==> config.mk <==
export PLATFORM = sky130hd
export DESIGN_NAME = gppp_pin_ports
export DESIGN_NICKNAME = d
export VERILOG_FILES = /design/src/include/gppp_pkg.sv /design/src/rtl/gppp_pin_ports.sv
export SDC_FILE = /design/constraint.sdc
export NUM_CORES = 1
export LEC_CHECK = 0
export ABC_AREA = 1
export ABC_CLOCK_PERIOD_IN_PS = 2300
export BUFFER_PORTS_ARGS = -buffer_cell sky130_fd_sc_hd__buf_2
export CELL_PAD_IN_SITES_DETAIL_PLACEMENT = 1
export CELL_PAD_IN_SITES_GLOBAL_PLACEMENT = 2
export CORE_AREA = 2 2 142 283
export CTS_CLUSTER_SIZE = 30
export DETAILED_ROUTE_END_ITERATION = 16
export DIE_AREA = 0 0 144 285
export GPL_TIMING_DRIVEN = 0
export PLACE_DENSITY = 0.88
export SLEW_MARGIN = 20
export SYNTH_ARGS = -nofsm -noshare
export SYNTH_HDL_FRONTEND = slang
export SYNTH_SLANG_ARGS = --single-unit
==> constraint.sdc <==
create_clock -name core_clk_i -period 2.3 [get_ports core_clk_i]
set_input_delay 0.23 -clock core_clk_i [delete_from_list [all_inputs] [get_ports core_clk_i]]
set_output_delay 0.23 -clock core_clk_i [all_outputs]
set_load 0.01 [all_outputs]
==> src/include/gppp_pkg.sv <==
// Constants, register map and state type of the general-purpose pin ports.
package gppp_pkg;
  localparam int NPORT = 4;
  localparam int PORT_W = 8;
  localparam int PORT3_W = 5;
  localparam int ADDR_W = 8;
  localparam int DATA_W = 32;
  localparam int PORT_SEL_LSB = 5;
  localparam int PORT_SEL_MSB = 6;
  localparam int OFF_MSB = 4;
  localparam int ADDR_TOP = 7;
  localparam int OUT_ONLY_PORT = 1;
  localparam int OUT_ONLY_BIT = 5;

  // Register offsets inside one port's 32-byte window.
  localparam logic [4:0] OFF_DOUT = 5'h00;
  localparam logic [4:0] OFF_DIR = 5'h04;
  localparam logic [4:0] OFF_OTYPE = 5'h08;
  localparam logic [4:0] OFF_PULL = 5'h0C;
  localparam logic [4:0] OFF_DIN = 5'h10;
  localparam logic [4:0] OFF_IEN = 5'h14;
  localparam logic [4:0] OFF_ISTAT = 5'h18;

  // Per-port masks, port 3 in the top byte.
  localparam logic [3:0][7:0] IMPL_MASK = {8'h1F, 8'hFF, 8'hFF, 8'hFF};
  localparam logic [3:0][7:0] IRQ_MASK = {8'h00, 8'h00, 8'hFF, 8'hFF};
  localparam logic [3:0][7:0] FORCE_OUT = {8'h00, 8'h00, 8'h20, 8'h00};

  // Reset values.
  localparam logic [3:0][7:0] DOUT_RST = {8'h00, 8'h00, 8'h00, 8'h00};
  localparam logic [3:0][7:0] DIR_RST = FORCE_OUT;
  localparam logic [3:0][7:0] OTYPE_RST = FORCE_OUT;
  localparam logic [3:0][7:0] PULL_RST = {8'h00, 8'h00, 8'h00, 8'h00};
  localparam logic [3:0][7:0] IEN_RST = {8'h00, 8'h00, 8'h00, 8'h00};
  localparam logic [3:0][7:0] ZERO_PORTS = {8'h00, 8'h00, 8'h00, 8'h00};
  localparam logic [7:0] ZERO_BYTE = 8'h00;
  localparam logic [2:0] ZERO_3 = 3'h0;

  typedef struct packed {
    logic [3:0][7:0] dout;
    logic [3:0][7:0] dir;
    logic [3:0][7:0] otype;
    logic [3:0][7:0] pull;
    logic [3:0][7:0] ien;
    logic [3:0][7:0] istat;
    logic [3:0][7:0] sync1;
    logic [3:0][7:0] sync2;
    logic [3:0][7:0] sync3;
    logic [3:0][7:0] filt;
    logic [7:0] rdata;
  } gppp_state_type;
endpackage

==> src/rtl/gppp_pin_ports.sv <==
// General-purpose pin ports with register access and pin-change interrupts.
// Function
// - Each pin except port 1 bit 5 independently input or bidirectional.
// - Per-pin static pull-up enable.
// - Per-pin open-drain or push-pull output; port 1 bit 5 fixed push-pull.
// - Port 0 pin changes raise maskable interrupts.
// - Port 1 matches port 0, interrupts included, except output-only bit 5, which raises no interrupt.
// - Port 1 bit 5 output only, low after reset.
// - Port 2 configurable, no interrupt capability.
// - Port 3 has bits 0-4 only, no interrupts.
//
// The strobed register port and the register offsets are this design's own decisions.
`timescale 1ns/1ps
module gppp_pin_ports
  import gppp_pkg::*;
(
  input wire logic core_clk_i,
  input wire logic reset_n_i,
  input wire logic [gppp_pkg::ADDR_W-1:0] reg_addr_i,
  input wire logic [gppp_pkg::DATA_W-1:0] reg_wdata_i,
  input wire logic reg_wr_i,
  input wire logic reg_rd_i,
  output logic [gppp_pkg::DATA_W-1:0] reg_rdata_o,
  output logic irq_o,
  input wire logic [gppp_pkg::PORT_W-1:0] port0_pins_i,
  output logic [gppp_pkg::PORT_W-1:0] port0_pins_o,
  output logic [gppp_pkg::PORT_W-1:0] port0_pins_oe_n_o,
  output logic [gppp_pkg::PORT_W-1:0] port0_pins_pullup_o,
  input wire logic [gppp_pkg::PORT_W-1:0] port1_pins_i,
  output logic [gppp_pkg::PORT_W-1:0] port1_pins_o,
  output logic [gppp_pkg::PORT_W-1:0] port1_pins_oe_n_o,
  output logic [gppp_pkg::PORT_W-1:0] port1_pins_pullup_o,
  input wire logic [gppp_pkg::PORT_W-1:0] port2_pins_i,
  output logic [gppp_pkg::PORT_W-1:0] port2_pins_o,
  output logic [gppp_pkg::PORT_W-1:0] port2_pins_oe_n_o,
  output logic [gppp_pkg::PORT_W-1:0] port2_pins_pullup_o,
  input wire logic [gppp_pkg::PORT3_W-1:0] port3_pins_i,
  output logic [gppp_pkg::PORT3_W-1:0] port3_pins_o,
  output logic [gppp_pkg::PORT3_W-1:0] port3_pins_oe_n_o,
  output logic [gppp_pkg::PORT3_W-1:0] port3_pins_pullup_o
);
  import gppp_pkg::*;

  gppp_state_type st_ff;
  gppp_state_type nxt_st;
  logic [3:0][7:0] pin_in;
  logic [3:0][7:0] oe_n;
  logic [3:0][7:0] din_view;
  logic [3:0][7:0] events;
  logic [1:0] sel_port;
  logic [4:0] sel_off;
  logic sel_hit;
  logic [7:0] wbyte;

  assign pin_in = {ZERO_3, port3_pins_i, port2_pins_i, port1_pins_i,
                   port0_pins_i};
  assign sel_port = reg_addr_i[PORT_SEL_MSB:PORT_SEL_LSB];
  assign sel_off = reg_addr_i[OFF_MSB:0];
  assign sel_hit = ~reg_addr_i[ADDR_TOP];
  assign wbyte = reg_wdata_i[7:0];

  genvar gp;
  generate
    for (gp = 0; gp < NPORT; gp++) begin : g_port
      // A pin drives when it is an output and, in open-drain mode, only
      // while its data bit is low; otherwise the enable stays high.
      assign oe_n[gp] = ~(st_ff.dir[gp] & IMPL_MASK[gp] &
                          (st_ff.otype[gp] | ~st_ff.dout[gp]));
      // The output-only pin reads back its own driven value.
      assign din_view[gp] = ((st_ff.filt[gp] & ~FORCE_OUT[gp]) |
                             (st_ff.dout[gp] & FORCE_OUT[gp])) &
                            IMPL_MASK[gp];
      // A settled change on an interrupt-capable pin is an event. It is
      // worked out from the registers so that the next-state logic does
      // not read its own output.
      assign events[gp] = ~(st_ff.sync2[gp] ^ st_ff.sync3[gp]) &
                          (st_ff.sync3[gp] ^ st_ff.filt[gp]) &
                          IRQ_MASK[gp] & ~FORCE_OUT[gp];
    end
  endgenerate

  always_comb begin
    nxt_st = st_ff;
    // Three-stage synchroniser; the filter follows only when stages agree.
    nxt_st.sync1 = pin_in;
    nxt_st.sync2 = st_ff.sync1;
    nxt_st.sync3 = st_ff.sync2;
    nxt_st.filt = (~(st_ff.sync2 ^ st_ff.sync3) & st_ff.sync3) |
                  ((st_ff.sync2 ^ st_ff.sync3) & st_ff.filt);
    nxt_st.rdata = ZERO_BYTE;
    if (reg_wr_i && sel_hit) begin
      unique case (sel_off)
        OFF_DOUT: begin
          nxt_st.dout[sel_port] = wbyte & IMPL_MASK[sel_port];
        end
        OFF_DIR: begin
          nxt_st.dir[sel_port] = (wbyte & IMPL_MASK[sel_port]) |
                                 FORCE_OUT[sel_port];
        end
        OFF_OTYPE: begin
          nxt_st.otype[sel_port] = (wbyte & IMPL_MASK[sel_port]) |
                                   FORCE_OUT[sel_port];
        end
        OFF_PULL: begin
          nxt_st.pull[sel_port] = wbyte & IMPL_MASK[sel_port];
        end
        OFF_IEN: begin
          nxt_st.ien[sel_port] = wbyte & IRQ_MASK[sel_port];
        end
        default: begin
        end
      endcase
    end
    if (reg_rd_i && sel_hit) begin
      unique case (sel_off)
        OFF_DOUT: nxt_st.rdata = st_ff.dout[sel_port];
        OFF_DIR: nxt_st.rdata = st_ff.dir[sel_port];
        OFF_OTYPE: nxt_st.rdata = st_ff.otype[sel_port];
        OFF_PULL: nxt_st.rdata = st_ff.pull[sel_port];
        OFF_DIN: nxt_st.rdata = din_view[sel_port];
        OFF_IEN: nxt_st.rdata = st_ff.ien[sel_port];
        OFF_ISTAT: begin
          nxt_st.rdata = st_ff.istat[sel_port];
          nxt_st.istat[sel_port] = ZERO_BYTE;
        end
        default: nxt_st.rdata = ZERO_BYTE;
      endcase
    end
    // A new event wins over a clearing read in the same cycle.
    nxt_st.istat = nxt_st.istat | events;
  end

  always_ff @(posedge core_clk_i or negedge reset_n_i) begin
    if (!reset_n_i) begin
      st_ff.dout <= DOUT_RST;
      st_ff.dir <= DIR_RST;
      st_ff.otype <= OTYPE_RST;
      st_ff.pull <= PULL_RST;
      st_ff.ien <= IEN_RST;
      st_ff.istat <= ZERO_PORTS;
      st_ff.sync1 <= ZERO_PORTS;
      st_ff.sync2 <= ZERO_PORTS;
      st_ff.sync3 <= ZERO_PORTS;
      st_ff.filt <= ZERO_PORTS;
      st_ff.rdata <= ZERO_BYTE;
    end else begin
      st_ff <= nxt_st;
    end
  end

  assign reg_rdata_o = {{(DATA_W-PORT_W){1'b0}}, st_ff.rdata};
  assign irq_o = |(st_ff.istat & st_ff.ien);

  assign port0_pins_o = st_ff.dout[0];
  assign port0_pins_oe_n_o = oe_n[0];
  assign port0_pins_pullup_o = st_ff.pull[0];
  assign port1_pins_o = st_ff.dout[1];
  assign port1_pins_oe_n_o = oe_n[1];
  assign port1_pins_pullup_o = st_ff.pull[1];
  assign port2_pins_o = st_ff.dout[2];
  assign port2_pins_oe_n_o = oe_n[2];
  assign port2_pins_pullup_o = st_ff.pull[2];
  assign port3_pins_o = st_ff.dout[3][PORT3_W-1:0];
  assign port3_pins_oe_n_o = oe_n[3][PORT3_W-1:0];
  assign port3_pins_pullup_o = st_ff.pull[3][PORT3_W-1:0];
endmodule

* Word level (Yosys, flattened, before mapping)
Index checks and enable logic that the tools add are counted.
** Cells by class
- $lt $le $gt $ge :: 2
- Eq/ne operators :: 6
- Mux-type cells :: 31
- Bitwise operators :: 38
- Reduce and logical (&&, ||, !) cells :: 10
** Operators by type and width (count)
- $bmux 8 s2 :: 10
- $bwmux 32 :: 5
- $mux 8 :: 12
- $and 32x32->32 :: 2
- $mux 32 :: 2
- $not 32->32 :: 2
- $not 8->8 :: 8
- $and 8x8->8 :: 7
- $pmux 8 s7 :: 1
- $and 29x32->32 :: 1
- $and 32x29->32 :: 1
- $or 32x16->32 :: 1
- $or 32x32->32 :: 1
- $or 8x8->8 :: 4
- $reduce_or 32->1 :: 1
- $xor 8x8->8 :: 4
- $xor 29x29->29 :: 1
- $demux 8 s2 :: 1
- $eq 5x5->1 const B :: 3
- $eq 5x4->1 const B :: 2
- $not 5->5 :: 2
- $reduce_and 2->1 :: 5
- $or 8x6->8 :: 1
- $and 5x5->5 :: 1
- other kinds (7) :: 9
** Storage, ports and cells
- Bits in registers :: 319
- Bits of input ports :: 73
- Output and inout bits :: 120
- Logic and storage cells :: 128

* Logic depth before layout (Yosys ltp)
Gate-level depths: netlist (run 1).
- Depth after elaboration :: 9
- Gate-level depth with buffers :: 11
- Gate-level depth less buffers :: 9

* Least setup slack after synthesis (run 1)
OpenSTA, ideal clock, no wires.
- Kind :: input -> register
- Start :: input reg_addr_i[6] (netlist bit)
- End :: register st_ff[246] (netlist bit)
- Setup time :: 134 ps
- Data arrival time :: 1218 ps
- Required time :: 2166 ps
- Path slack :: 948 ps
- Stages on the path :: 7
- Buffers on the path :: 3
- Cell sequence :: buf_4 > nor2_1 > buf_4 > nand2_2 > buf_2 > nand2_1 > o21ai_1
** Between the ends
- Cells in the longest elaborated chain, start to end :: 5
- Elaborated cells between the ends (all ways) :: 12
- Those cells by class :: order compare: 2; mux: 7; bitwise: 2; reduce/logical: 1
** Ends and longest elaborated chain
- start: declaration :: RTL line gppp_pin_ports.sv:19 : input wire logic [gppp_pkg::ADDR_W-1:0] reg_addr_i,
- $lt 2x3->1 (implied by the code) (tied with other cells) :: RTL line gppp_pin_ports.sv:101 : nxt_st.otype[sel_port] = (wbyte & IMPL_MASK[sel_port]) |
- $logic_and 1x1->1 (implied by the code) / $mux 8 (equally long branches) :: RTL line gppp_pin_ports.sv:101
- $mux 8 (implied by the code) / $and 8x8->8 (equally long branches) :: RTL line gppp_pin_ports.sv:101
- $demux 8 s2 / $or 8x8->8 (equally long branches) :: RTL line gppp_pin_ports.sv:101
- $bwmux 32 (*) :: RTL line gppp_pin_ports.sv:101
- end signal: assignment :: RTL line gppp_pin_ports.sv:147 : st_ff <= nxt_st;
- end: declaration :: RTL line gppp_pin_ports.sv:44 : gppp_state_type st_ff;
Mark *: on every way between the ends. The rest lies on a longest branch, timed or not. The select of a mux whose other input is x is not followed.
A chain may end at the register's enable or synchronous reset.

* Final worst setup path (run 1)
- Start :: register st_ff[144] (netlist bit)
- End :: output irq_o
** Between the ends
- Cells in the longest elaborated chain, start to end :: 2
** Ends and longest elaborated chain
- $and 32x32->32 :: RTL line gppp_pin_ports.sv:152 : assign irq_o = |(st_ff.istat & st_ff.ien);
- $reduce_or 32->1 :: RTL line gppp_pin_ports.sv:152
- end: declaration :: RTL line gppp_pin_ports.sv:24 : output logic irq_o,
Every way passes these cells.

==> run summary, run 1 <==
Status = finished clean
Worst skew pair latency = 0.58 ns
Clock slew at reported path FFs = 0.07 ns
Fillers = 4678
Placed cell areas = 15800 um2
Critical Path Most Common Cell = nand4_1
Area growth from synthesis to layout = 20.2%
# H-tree levels = 1
PD cells = 727 nW/um2
ANT cells = 0
Crit-path cells = nand2_1 > nand4_1 > nor2_1 > nand4_1 > buf_2
First-pass DRT Iterations = 5
Wirelength, routed = 48200 um
Yosys cell types = 27
Critical path startpoint category = flip-flop
Achievable Freq = 504 MHz
Die ar. = 41000 um2
First DRT Iteration DRCs = 639
Number of buffers created by CTS = 30
Leak Pwr = 9.16 nW
Clock buffer depth = 3
Fin crit share = 0.863
Total Routing Usage GR = 0.241
Crit path time final = 1.99 ns
Die height = 285 um
Worst setup margin = 0.314 ns
Final Setup Violations = 0
CP max stage cell = dfrtp_1
Vias/cell = 4.76
Max-cap violations = 0
Setup TNS = 0 ns
First-pass GRT wire length = 74000 um
Worst setup EP type = output pin
Synthesized area per cell = 8.37 um2
Sequential cell area = 7810 um2
Min-delay worst type = in2reg
DR DRC count = 0
Critical Path AT = 1.76 ns
# clock sinks = 312
Input/output buffers = 142
Hold Fails Final Rpt = 0
Final Util = 0.439
Required time of the critical path = 2.07 ns
Hold WS = 0.0874 ns
Via count = 11800
Io pins = 193
Synthesis Warnings = 0
Least-Margin Pin Slew = 1.04 ns
Dpl hpwl = 36300 um
Largest net degree at the start of global routing = 95
Sequential fraction of the synthesis area = 0.548
CTS tree = done
Root Driver = clkbuf_16
Share of cells above drive strength 1 = 0.203
Core Region = 39000 um2
Yosys reg bits = 312
Final std cells w/o fill = 2481
Worst slack, placed = 0.0761 ns
CP max stage delay = 0.45 ns
Dpl cells = 2396
Number of global-route vias before repair = 12100
RSZ-0062 raised after global routing = false
Wire length per cell = 19.4 um
Synthesized cell area = 14300 um2
Max-slew headroom = 0.310
Initial antenna violation count = 0
Rows = 103
Area of the multi-input gates = 4910 um2
Maximum vdd ir drop = 0.897 mV
Layout Nets = 2006
Residual overflow from global routing = 0
Type of the worst setup path = reg2out
Crit Path Max Fanout = 3
Internal reg-to-reg setup slack = 0.88 ns
Delay-heaviest family, CP = simple AND/OR/NAND/NOR gates
Total power = 12.5 mW
Cell area after layout = 17100 um2
Post-route ant nets = 0
Starting Density = 0.365
Post-CTS setup buffers = 0
Gp weighted congestion = 0.904
Max-slew violation count = 0
Synthesized netlist cell count = 1703
Fin Clk Skew = 0.0115 ns
Die X = 144 um
Crit path buf inv count = 1
## flip-flops by register name, indices dropped and copies added (netlist names), named ones only
name,count
st_ff,162
nxt_st,56
port0_pins_o,8
port0_pins_pullup_o,8
port1_pins_o,8
port1_pins_pullup_o,8
port2_pins_o,8
port2_pins_pullup_o,8
reg_rdata_o,8
port3_pins_o,5
port3_pins_pullup_o,5
## cell usage after synthesis (all sizes together)
library cell | n | area share
nor2 | 72 | 0.025
nand4 | 9 | 0.0039
maj3 | 13 | 0.0091
inv | 145 | 0.038
a21oi | 10 | 0.0035
clkbuf | 12 | 0.0032
conb | 1 | 0.00026
dfrtp | 310 | 0.54
nand3 | 29 | 0.014
nand2 | 750 | 0.20
buf | 142 | 0.072
nor3 | 5 | 0.0057
dfstp | 2 | 0.0037
o21ai | 203 | 0.075
## worst min-delay path, stage by stage
cell and delay [ns]:
buf_2 0.07, inv_1 0.15, o21ai_1 0.17
## cell usage in the layout, fill, tap and decap left out, drive strengths merged
master and n:
dfrtp 310, dlygate4sd3 30, maj3 13, nand3 29, nand4 9, clkinvlp 3, nand2 750, nor3 5
o21ai 203, clkbuf 50, bufinv 3, clkinv 9, nor2 72, a21oi 10, conb 24, dfstp 2
buf 287, inv 147
## cell families after synthesis
group | Yosys count | share of synthesized area
fa+ha+maj | 13 | 0.00913
compound gates | 213 | 0.0790
flops | 312 | 0.548
other cells | 1 | 0.000263
buf+inv | 299 | 0.114
simple gates | 865 | 0.250
## report_power, final
part / leakage, nW / internal, mW / switching (mW) / total (mW)
clock: 0.502 / 2.95 / 2.28 / 5.22
sequential: 3.90 / 5.75 / 0.215 / 5.97
combinational: 4.77 / 0.457 / 0.819 / 1.28
## worst paths after layout
path / from / endpoint / depth (start not counted)
min reg2reg: nxt_st[99] / nxt_st[67] / 0
min: reg_wdata_i[6] / port2_pins_pullup_o[6] / 3
max in group asynchronous: reset_n_i / nxt_st[58] / 4
max: st_ff[144] / irq_o / 5
max reg2reg: port1_pins_o[2] / reg_rdata_o[2] / 8
min in group asynchronous: reset_n_i / port3_pins_o[4] / 2
## routing by layer
| layer | vias to the layer above | share of wire | GRT usage |
|---|---|---|---|
| met1 | 5857 | 0.43 | 0.323 |
| met3 | 78 | 0.036 | 0.0225 |
| li1 | 5599 | - | - |
| met5 | - | 0 | 0 |
| met2 | 285 | 0.49 | 0.404 |
| met4 | 0 | 0.041 | 0.0900 |
## layout make-up
| class | count | share of cell area |
|---|---|---|
| Sequential cell | 312 | 0.456 |
| Multi-Input combinational cell | 1115 | 0.287 |
| Timing Repair Buffer | 175 | 0.0644 |
| Buffer | 154 | 0.0629 |
| Clock buffer | 38 | 0.0491 |
| Tap cell | 525 | 0.0383 |
| Inverter | 145 | 0.0318 |
| Clock inverter | 17 | 0.0113 |
## what timing repair did
item,CTS,global route
hold endpoints to repair,91,0
resized for setup,0,0
hold buffers,30,0
endpoints found under the setup margin,0,0
Note: power is estimated with default switching activity, not from simulation.
==> run 2: changes to the inputs <==
--- a/config.mk
+++ b/config.mk
@@ -16,6 +16,7 @@
 export DIE_AREA = 0 0 144 285
 export GPL_TIMING_DRIVEN = 0
 export PLACE_DENSITY = 0.88
+export RECOVER_POWER = 100
 export SLEW_MARGIN = 20
 export SYNTH_ARGS = -nofsm -noshare
 export SYNTH_HDL_FRONTEND = slang
==> run summary, run 2 (synthesis gave the netlist of run 1 again) <==
Max-cap violations = 0
Root Driver = clkbuf_16
Final Util = 0.429
Crit path time final = 2.06 ns
Rows = 103
Met1 Use GR = 0.323
Fillers = 4738
Largest register by flop count = st_ff
Share of cells above drive strength 1 = 0.145
FF-to-FF Start = port1_pins_o[4]
Clock buffer depth = 3
Gp weighted congestion = 0.904
Dpl cells = 2396
Io pins = 193
Die ar. = 41000 um2
First-pass DRT Iterations = 5
Most frequent cells in the layout = nand2_1 (747), dfrtp_1 (310), o21ai_0 (173), inv_1 (142), buf_2 (109)
Core Region = 39000 um2
CP max stage delay = 0.61 ns
First DRT Iteration DRCs = 672
Type of the worst setup path = in2reg
Fin Clk Skew = 0.0145 ns
# H-tree levels = 1
Met2 usage = 0.404
Max-slew violation count = 0
Hold Fails Final Rpt = 0
Initial antenna violation count = 0
Post-CTS setup buffers = 0
Largest net degree at the start of global routing = 95
Worst slack, placed = 0.0761 ns
Residual overflow from global routing = 0
Status = finished clean
Layout Nets = 2006
RSZ-0062 raised after global routing = false
Input/output buffers = 142
Achievable Freq = 486 MHz
Area growth from synthesis to layout = 17.5%
Die height = 285 um
Post-route ant nets = 0
Crit Path Max Fanout = 10
Total Routing Usage GR = 0.241
DR DRC count = 0
Leak Pwr = 8.84 nW
Crit-path cells = clkbuf_1 > nor2_4 > nand3_1 > nor2_1 > inv_2 > nor2_1 > nand2_1 > clkbuf_2 > nand2_1 > o21ai_0
Number of buffers created by CTS = 30
# clock sinks = 312
Fin crit share = 0.895
CP max stage cell = nor2_1
Hold WS = 0.0997 ns
Vias/cell = 4.76
Final Setup Violations = 0
Min-delay worst type = in2reg
Max FFs per register = 162
Worst skew pair latency = 0.59 ns
Clock slew at reported path FFs = 0.07 ns
Worst setup margin = 0.240 ns
PD cells = 741 nW/um2
CP startpoint = reg_addr_i[1]
Least-Margin Pin Slew = 1.00 ns
Dpl hpwl = 36300 um
Worst Hold Launch = reg_wdata_i[6]
Via count = 11800
Maximum vdd ir drop = 0.894 mV
Number of global-route vias before repair = 12100
CTS tree = done
Required time of the critical path = 2.73 ns
First-pass GRT wire length = 74000 um
Final std cells w/o fill = 2482
Most Crowded Layer GR = met2
Wirelength, routed = 48400 um
Die X = 144 um
Wire length per cell = 19.5 um
Grt met3 use = 0.0225
Starting Density = 0.365
Max-slew headroom = 0.331
Critical path startpoint category = primary input
Critical Path AT = 2.49 ns
Commonest non-fill, non-tap cell in the layout = nand2_1
Worst setup EP type = flip-flop
==> run 2: worst paths after layout <==
kind | endpoint | slack [ns] | depth (start not counted)
max | port0_pins_o[6] | 0.24 | 10
min | port1_pins_pullup_o[6] | 0.1 | 3
max reg2reg | reg_rdata_o[4] | 0.89 | 8
min reg2reg | nxt_st[67] | 0.35 | 0
max in group asynchronous | nxt_st[58] | 0.62 | 4
min in group asynchronous | port3_pins_o[4] | 0.18 | 2
==> run 2: layer usage <==
layer	routed length, um	vias up
li1	-	5601
met1	21000	5841
met2	23600	296
met3	1780	78
met4	1940	0
met5	0	-
==> run 2: critical path: cells and delay by family <==
kind                   cells  cell delay (ns)
AO/OA/AOI/OAI              1             0.08
buffers and inverters      3             0.47
AND/OR/NAND/NOR            6             1.70
==> run 2: what timing repair did <==
action,in CTS,in global routing
endpoints found under the hold margin,91,0
resized for setup,0,0
hold buffers,30,0
==> run 2: power by group <==
group          switching, mW  leakage [nW]  internal (mW)
Combinational          0.797          4.44          0.427
Sequential             0.215          3.89           5.75
Clock                   2.27         0.502           2.95
Total                   3.28          8.84           9.13
==> run 2: final cells by class <==
class,instances,area (um2),share of cell area
repair buffers,175,1020,0.0608
multi-input cells,1115,4680,0.279
clock buffers,38,842,0.0503
well taps,525,657,0.0392
diodes,1,2.50,0.000149
clock inverters,17,194,0.0116
inverters,145,544,0.0325
flip-flops and latches,312,7810,0.466
plain buffers,154,998,0.0596
==> run 2: through the flow <==
stage                     setup TNS [ns]  power (mW)  area, um2
after floorplan                        0        6.69      14300
after global placement          -1556.54        7.26      15700
after detailed placement               0        7.32      15800
after CTS                              0        12.6      17100
after global routing                   0        12.9      16700
final                                  0        12.4      16700
==> run 3: changes to the inputs <==
--- a/config.mk
+++ b/config.mk
@@ -6,7 +6,7 @@
 export NUM_CORES = 1
 export LEC_CHECK = 0
 export ABC_AREA = 1
-export ABC_CLOCK_PERIOD_IN_PS = 2300
+export ABC_CLOCK_PERIOD_IN_PS = 2400
 export BUFFER_PORTS_ARGS = -buffer_cell sky130_fd_sc_hd__buf_2
 export CELL_PAD_IN_SITES_DETAIL_PLACEMENT = 1
 export CELL_PAD_IN_SITES_GLOBAL_PLACEMENT = 2
==> constraint.sdc (replaced) <==
create_clock -name core_clk_i -period 2.4 [get_ports core_clk_i]
set_input_delay 0.24 -clock core_clk_i [delete_from_list [all_inputs] [get_ports core_clk_i]]
set_output_delay 0.24 -clock core_clk_i [all_outputs]
set_load 0.01 [all_outputs]
==> run summary, run 3 (synthesis gave the netlist of run 1 again) <==
Root Driver = clkbuf_16
First-pass GRT wire length = 74000 um
Hold WS = 0.0946 ns
PD cells = 709 nW/um2
Core Region = 39000 um2
Status = finished clean
Clock buffer depth = 3
Hold Fails Final Rpt = 0
Worst skew pair latency = 0.58 ns
Fin Clk Skew = 0.0140 ns
# clock sinks = 312
Crit Path Max Fanout = 10
Wire length per cell = 19.4 um
Layout Nets = 2006
CTS tree = done
Die ar. = 41000 um2
Switching power total = 3.15 mW
Vias/cell = 4.76
R2r endpoint = reg_rdata_o[2]
First-pass DRT Iterations = 5
CP max stage delay = 0.56 ns
Commonest non-fill, non-tap cell in the layout = nand2_1
Total Routing Usage GR = 0.241
Largest register by flop count = st_ff
Share of cells above drive strength 1 = 0.147
Fin crit share = 0.852
Internal reg-to-reg setup slack = 0.99 ns
Io pins = 193
Starting Density = 0.365
Switching Share = 0.265
DR DRC count = 0
Residual overflow from global routing = 0
Critical Path Most Common Cell = nor2_1
Type of the worst setup path = in2reg
Achievable Freq = 489 MHz
Placed cell areas = 15800 um2
# H-tree levels = 1
Largest net degree at the start of global routing = 95
Pint = 8.76 mW
FF-to-FF Start = port1_pins_o[2]
Worst Hold End = port0_pins_pullup_o[6]
Initial antenna violation count = 0
Worst setup margin = 0.356 ns
Die X = 144 um
Area growth from synthesis to layout = 17.9%
Wirelength, routed = 48200 um
Fillers = 4724
Rows = 103
Logic pwr share = 0.099
Maximum vdd ir drop = 0.857 mV
Min-delay worst type = in2reg
Least-Margin Pin Slew = 0.985 ns
Die height = 285 um
Required time of the critical path = 2.88 ns
First DRT Iteration DRCs = 591
Number of buffers created by CTS = 30
Max-cap violations = 0
Cell area after layout = 16800 um2
Critical path startpoint category = primary input
R2R depth = 8
Leak Pwr = 8.85 nW
Worst slack, placed = 0.166 ns
Number of global-route vias before repair = 12100
CP max stage cell = nor2_1
Clock slew at reported path FFs = 0.06 ns
Max-slew headroom = 0.343
Worst hold path depth = 3
Crit-path cells = buf_2 > nor2_1 > nand3_2 > nor2_1 > inv_1 > nor2_4 > nand2_1 > buf_6 > o21ai_0
Dpl hpwl = 36300 um
Worst Hold Launch = reg_wdata_i[6]
Max-slew violation count = 0
Final Setup Violations = 0
Input/output buffers = 142
Crit path time final = 2.04 ns
Gp weighted congestion = 0.904
Max FFs per register = 162
Via count = 11800
Total power = 11.9 mW
RSZ-0062 raised after global routing = false
Critical Path AT = 2.52 ns
Seq pwr share = 0.480
Most frequent cells in the layout = nand2_1 (747), dfrtp_1 (310), o21ai_0 (178), inv_1 (142), buf_2 (110)
Worst setup EP type = flip-flop
Post-route ant nets = 0
ANT cells = 0
Clock Power Share = 0.420
run 3: layout make-up:
| cell class | count | area, um2 | share of cell area |
|---|---|---|---|
| sequential | 312 | 7810 | 0.465 |
| timing repair buffer | 175 | 1040 | 0.0616 |
| tap | 525 | 657 | 0.0391 |
| inverter | 145 | 544 | 0.0324 |
| multi-input combinational | 1115 | 4730 | 0.281 |
| buffer | 154 | 997 | 0.0593 |
| clock inverter | 17 | 194 | 0.0115 |
| clock buffer | 38 | 842 | 0.0501 |
run 3: what timing repair did:
action,CTS,global route
resized for setup,0,0
setup buffers,0,0
endpoints found under the hold margin,91,0
hold buffers,30,0
run 3: power groups by stage:
stage / Sequential, mW / Clock, mW / Combinational [mW]
global route: 5.75 / 5.32 / 1.32
detailed placement: 5.82 / 0 / 1.19
global placement: 5.81 / 0 / 1.15
CTS: 5.72 / 5.14 / 1.24
floorplan: 5.74 / 0 / 0.675
finish: 5.72 / 5.01 / 1.18
run 3: worst max path at each step:
stage | from | to | slack [ns] | depth (start not counted)
6_report | reg_addr_i[1] | port2_pins_o[0] | 0.36 | 9
3_5_place_dp | reg_addr_i[5] | reg_rdata_o[0] | 0.17 | 12
4_1_cts | st_ff[144] | irq_o | 0.38 | 5
3_3_place_gp | reset_n_i | nxt_st[73] | -4.97 | 1
2_1_floorplan | reg_addr_i[6] | st_ff[246] | 1.04 | 7
5_1_grt | reg_addr_i[1] | port1_pins_o[2] | 0.19 | 9
run 3: layer usage:
metal	vias up	global-route usage	wire length, um
met1	5855	0.323	20800
met2	281	0.404	23500
li1	5606	-	-
met5	-	0	0
met4	0	0.0900	2020
met3	77	0.0225	1910
run 3: worst max-delay path: cells and delay by family:
| family | cells | cell delay, ns |
|---|---|---|
| buffers and inverters | 3 | 0.53 |
| and+or+nand+nor | 5 | 1.54 |
| AOI/OAI and AO/OA | 1 | 0.20 |
run 3: per-stage QoR:
step,util,cells,setup TNS [ns]
floorplan,-,1726,0
global placement,0.402,2393,-1528.46
detailed placement,0.405,2396,0
CTS,0.439,2481,0
finish,0.430,2481,0
global route,0.430,2481,0
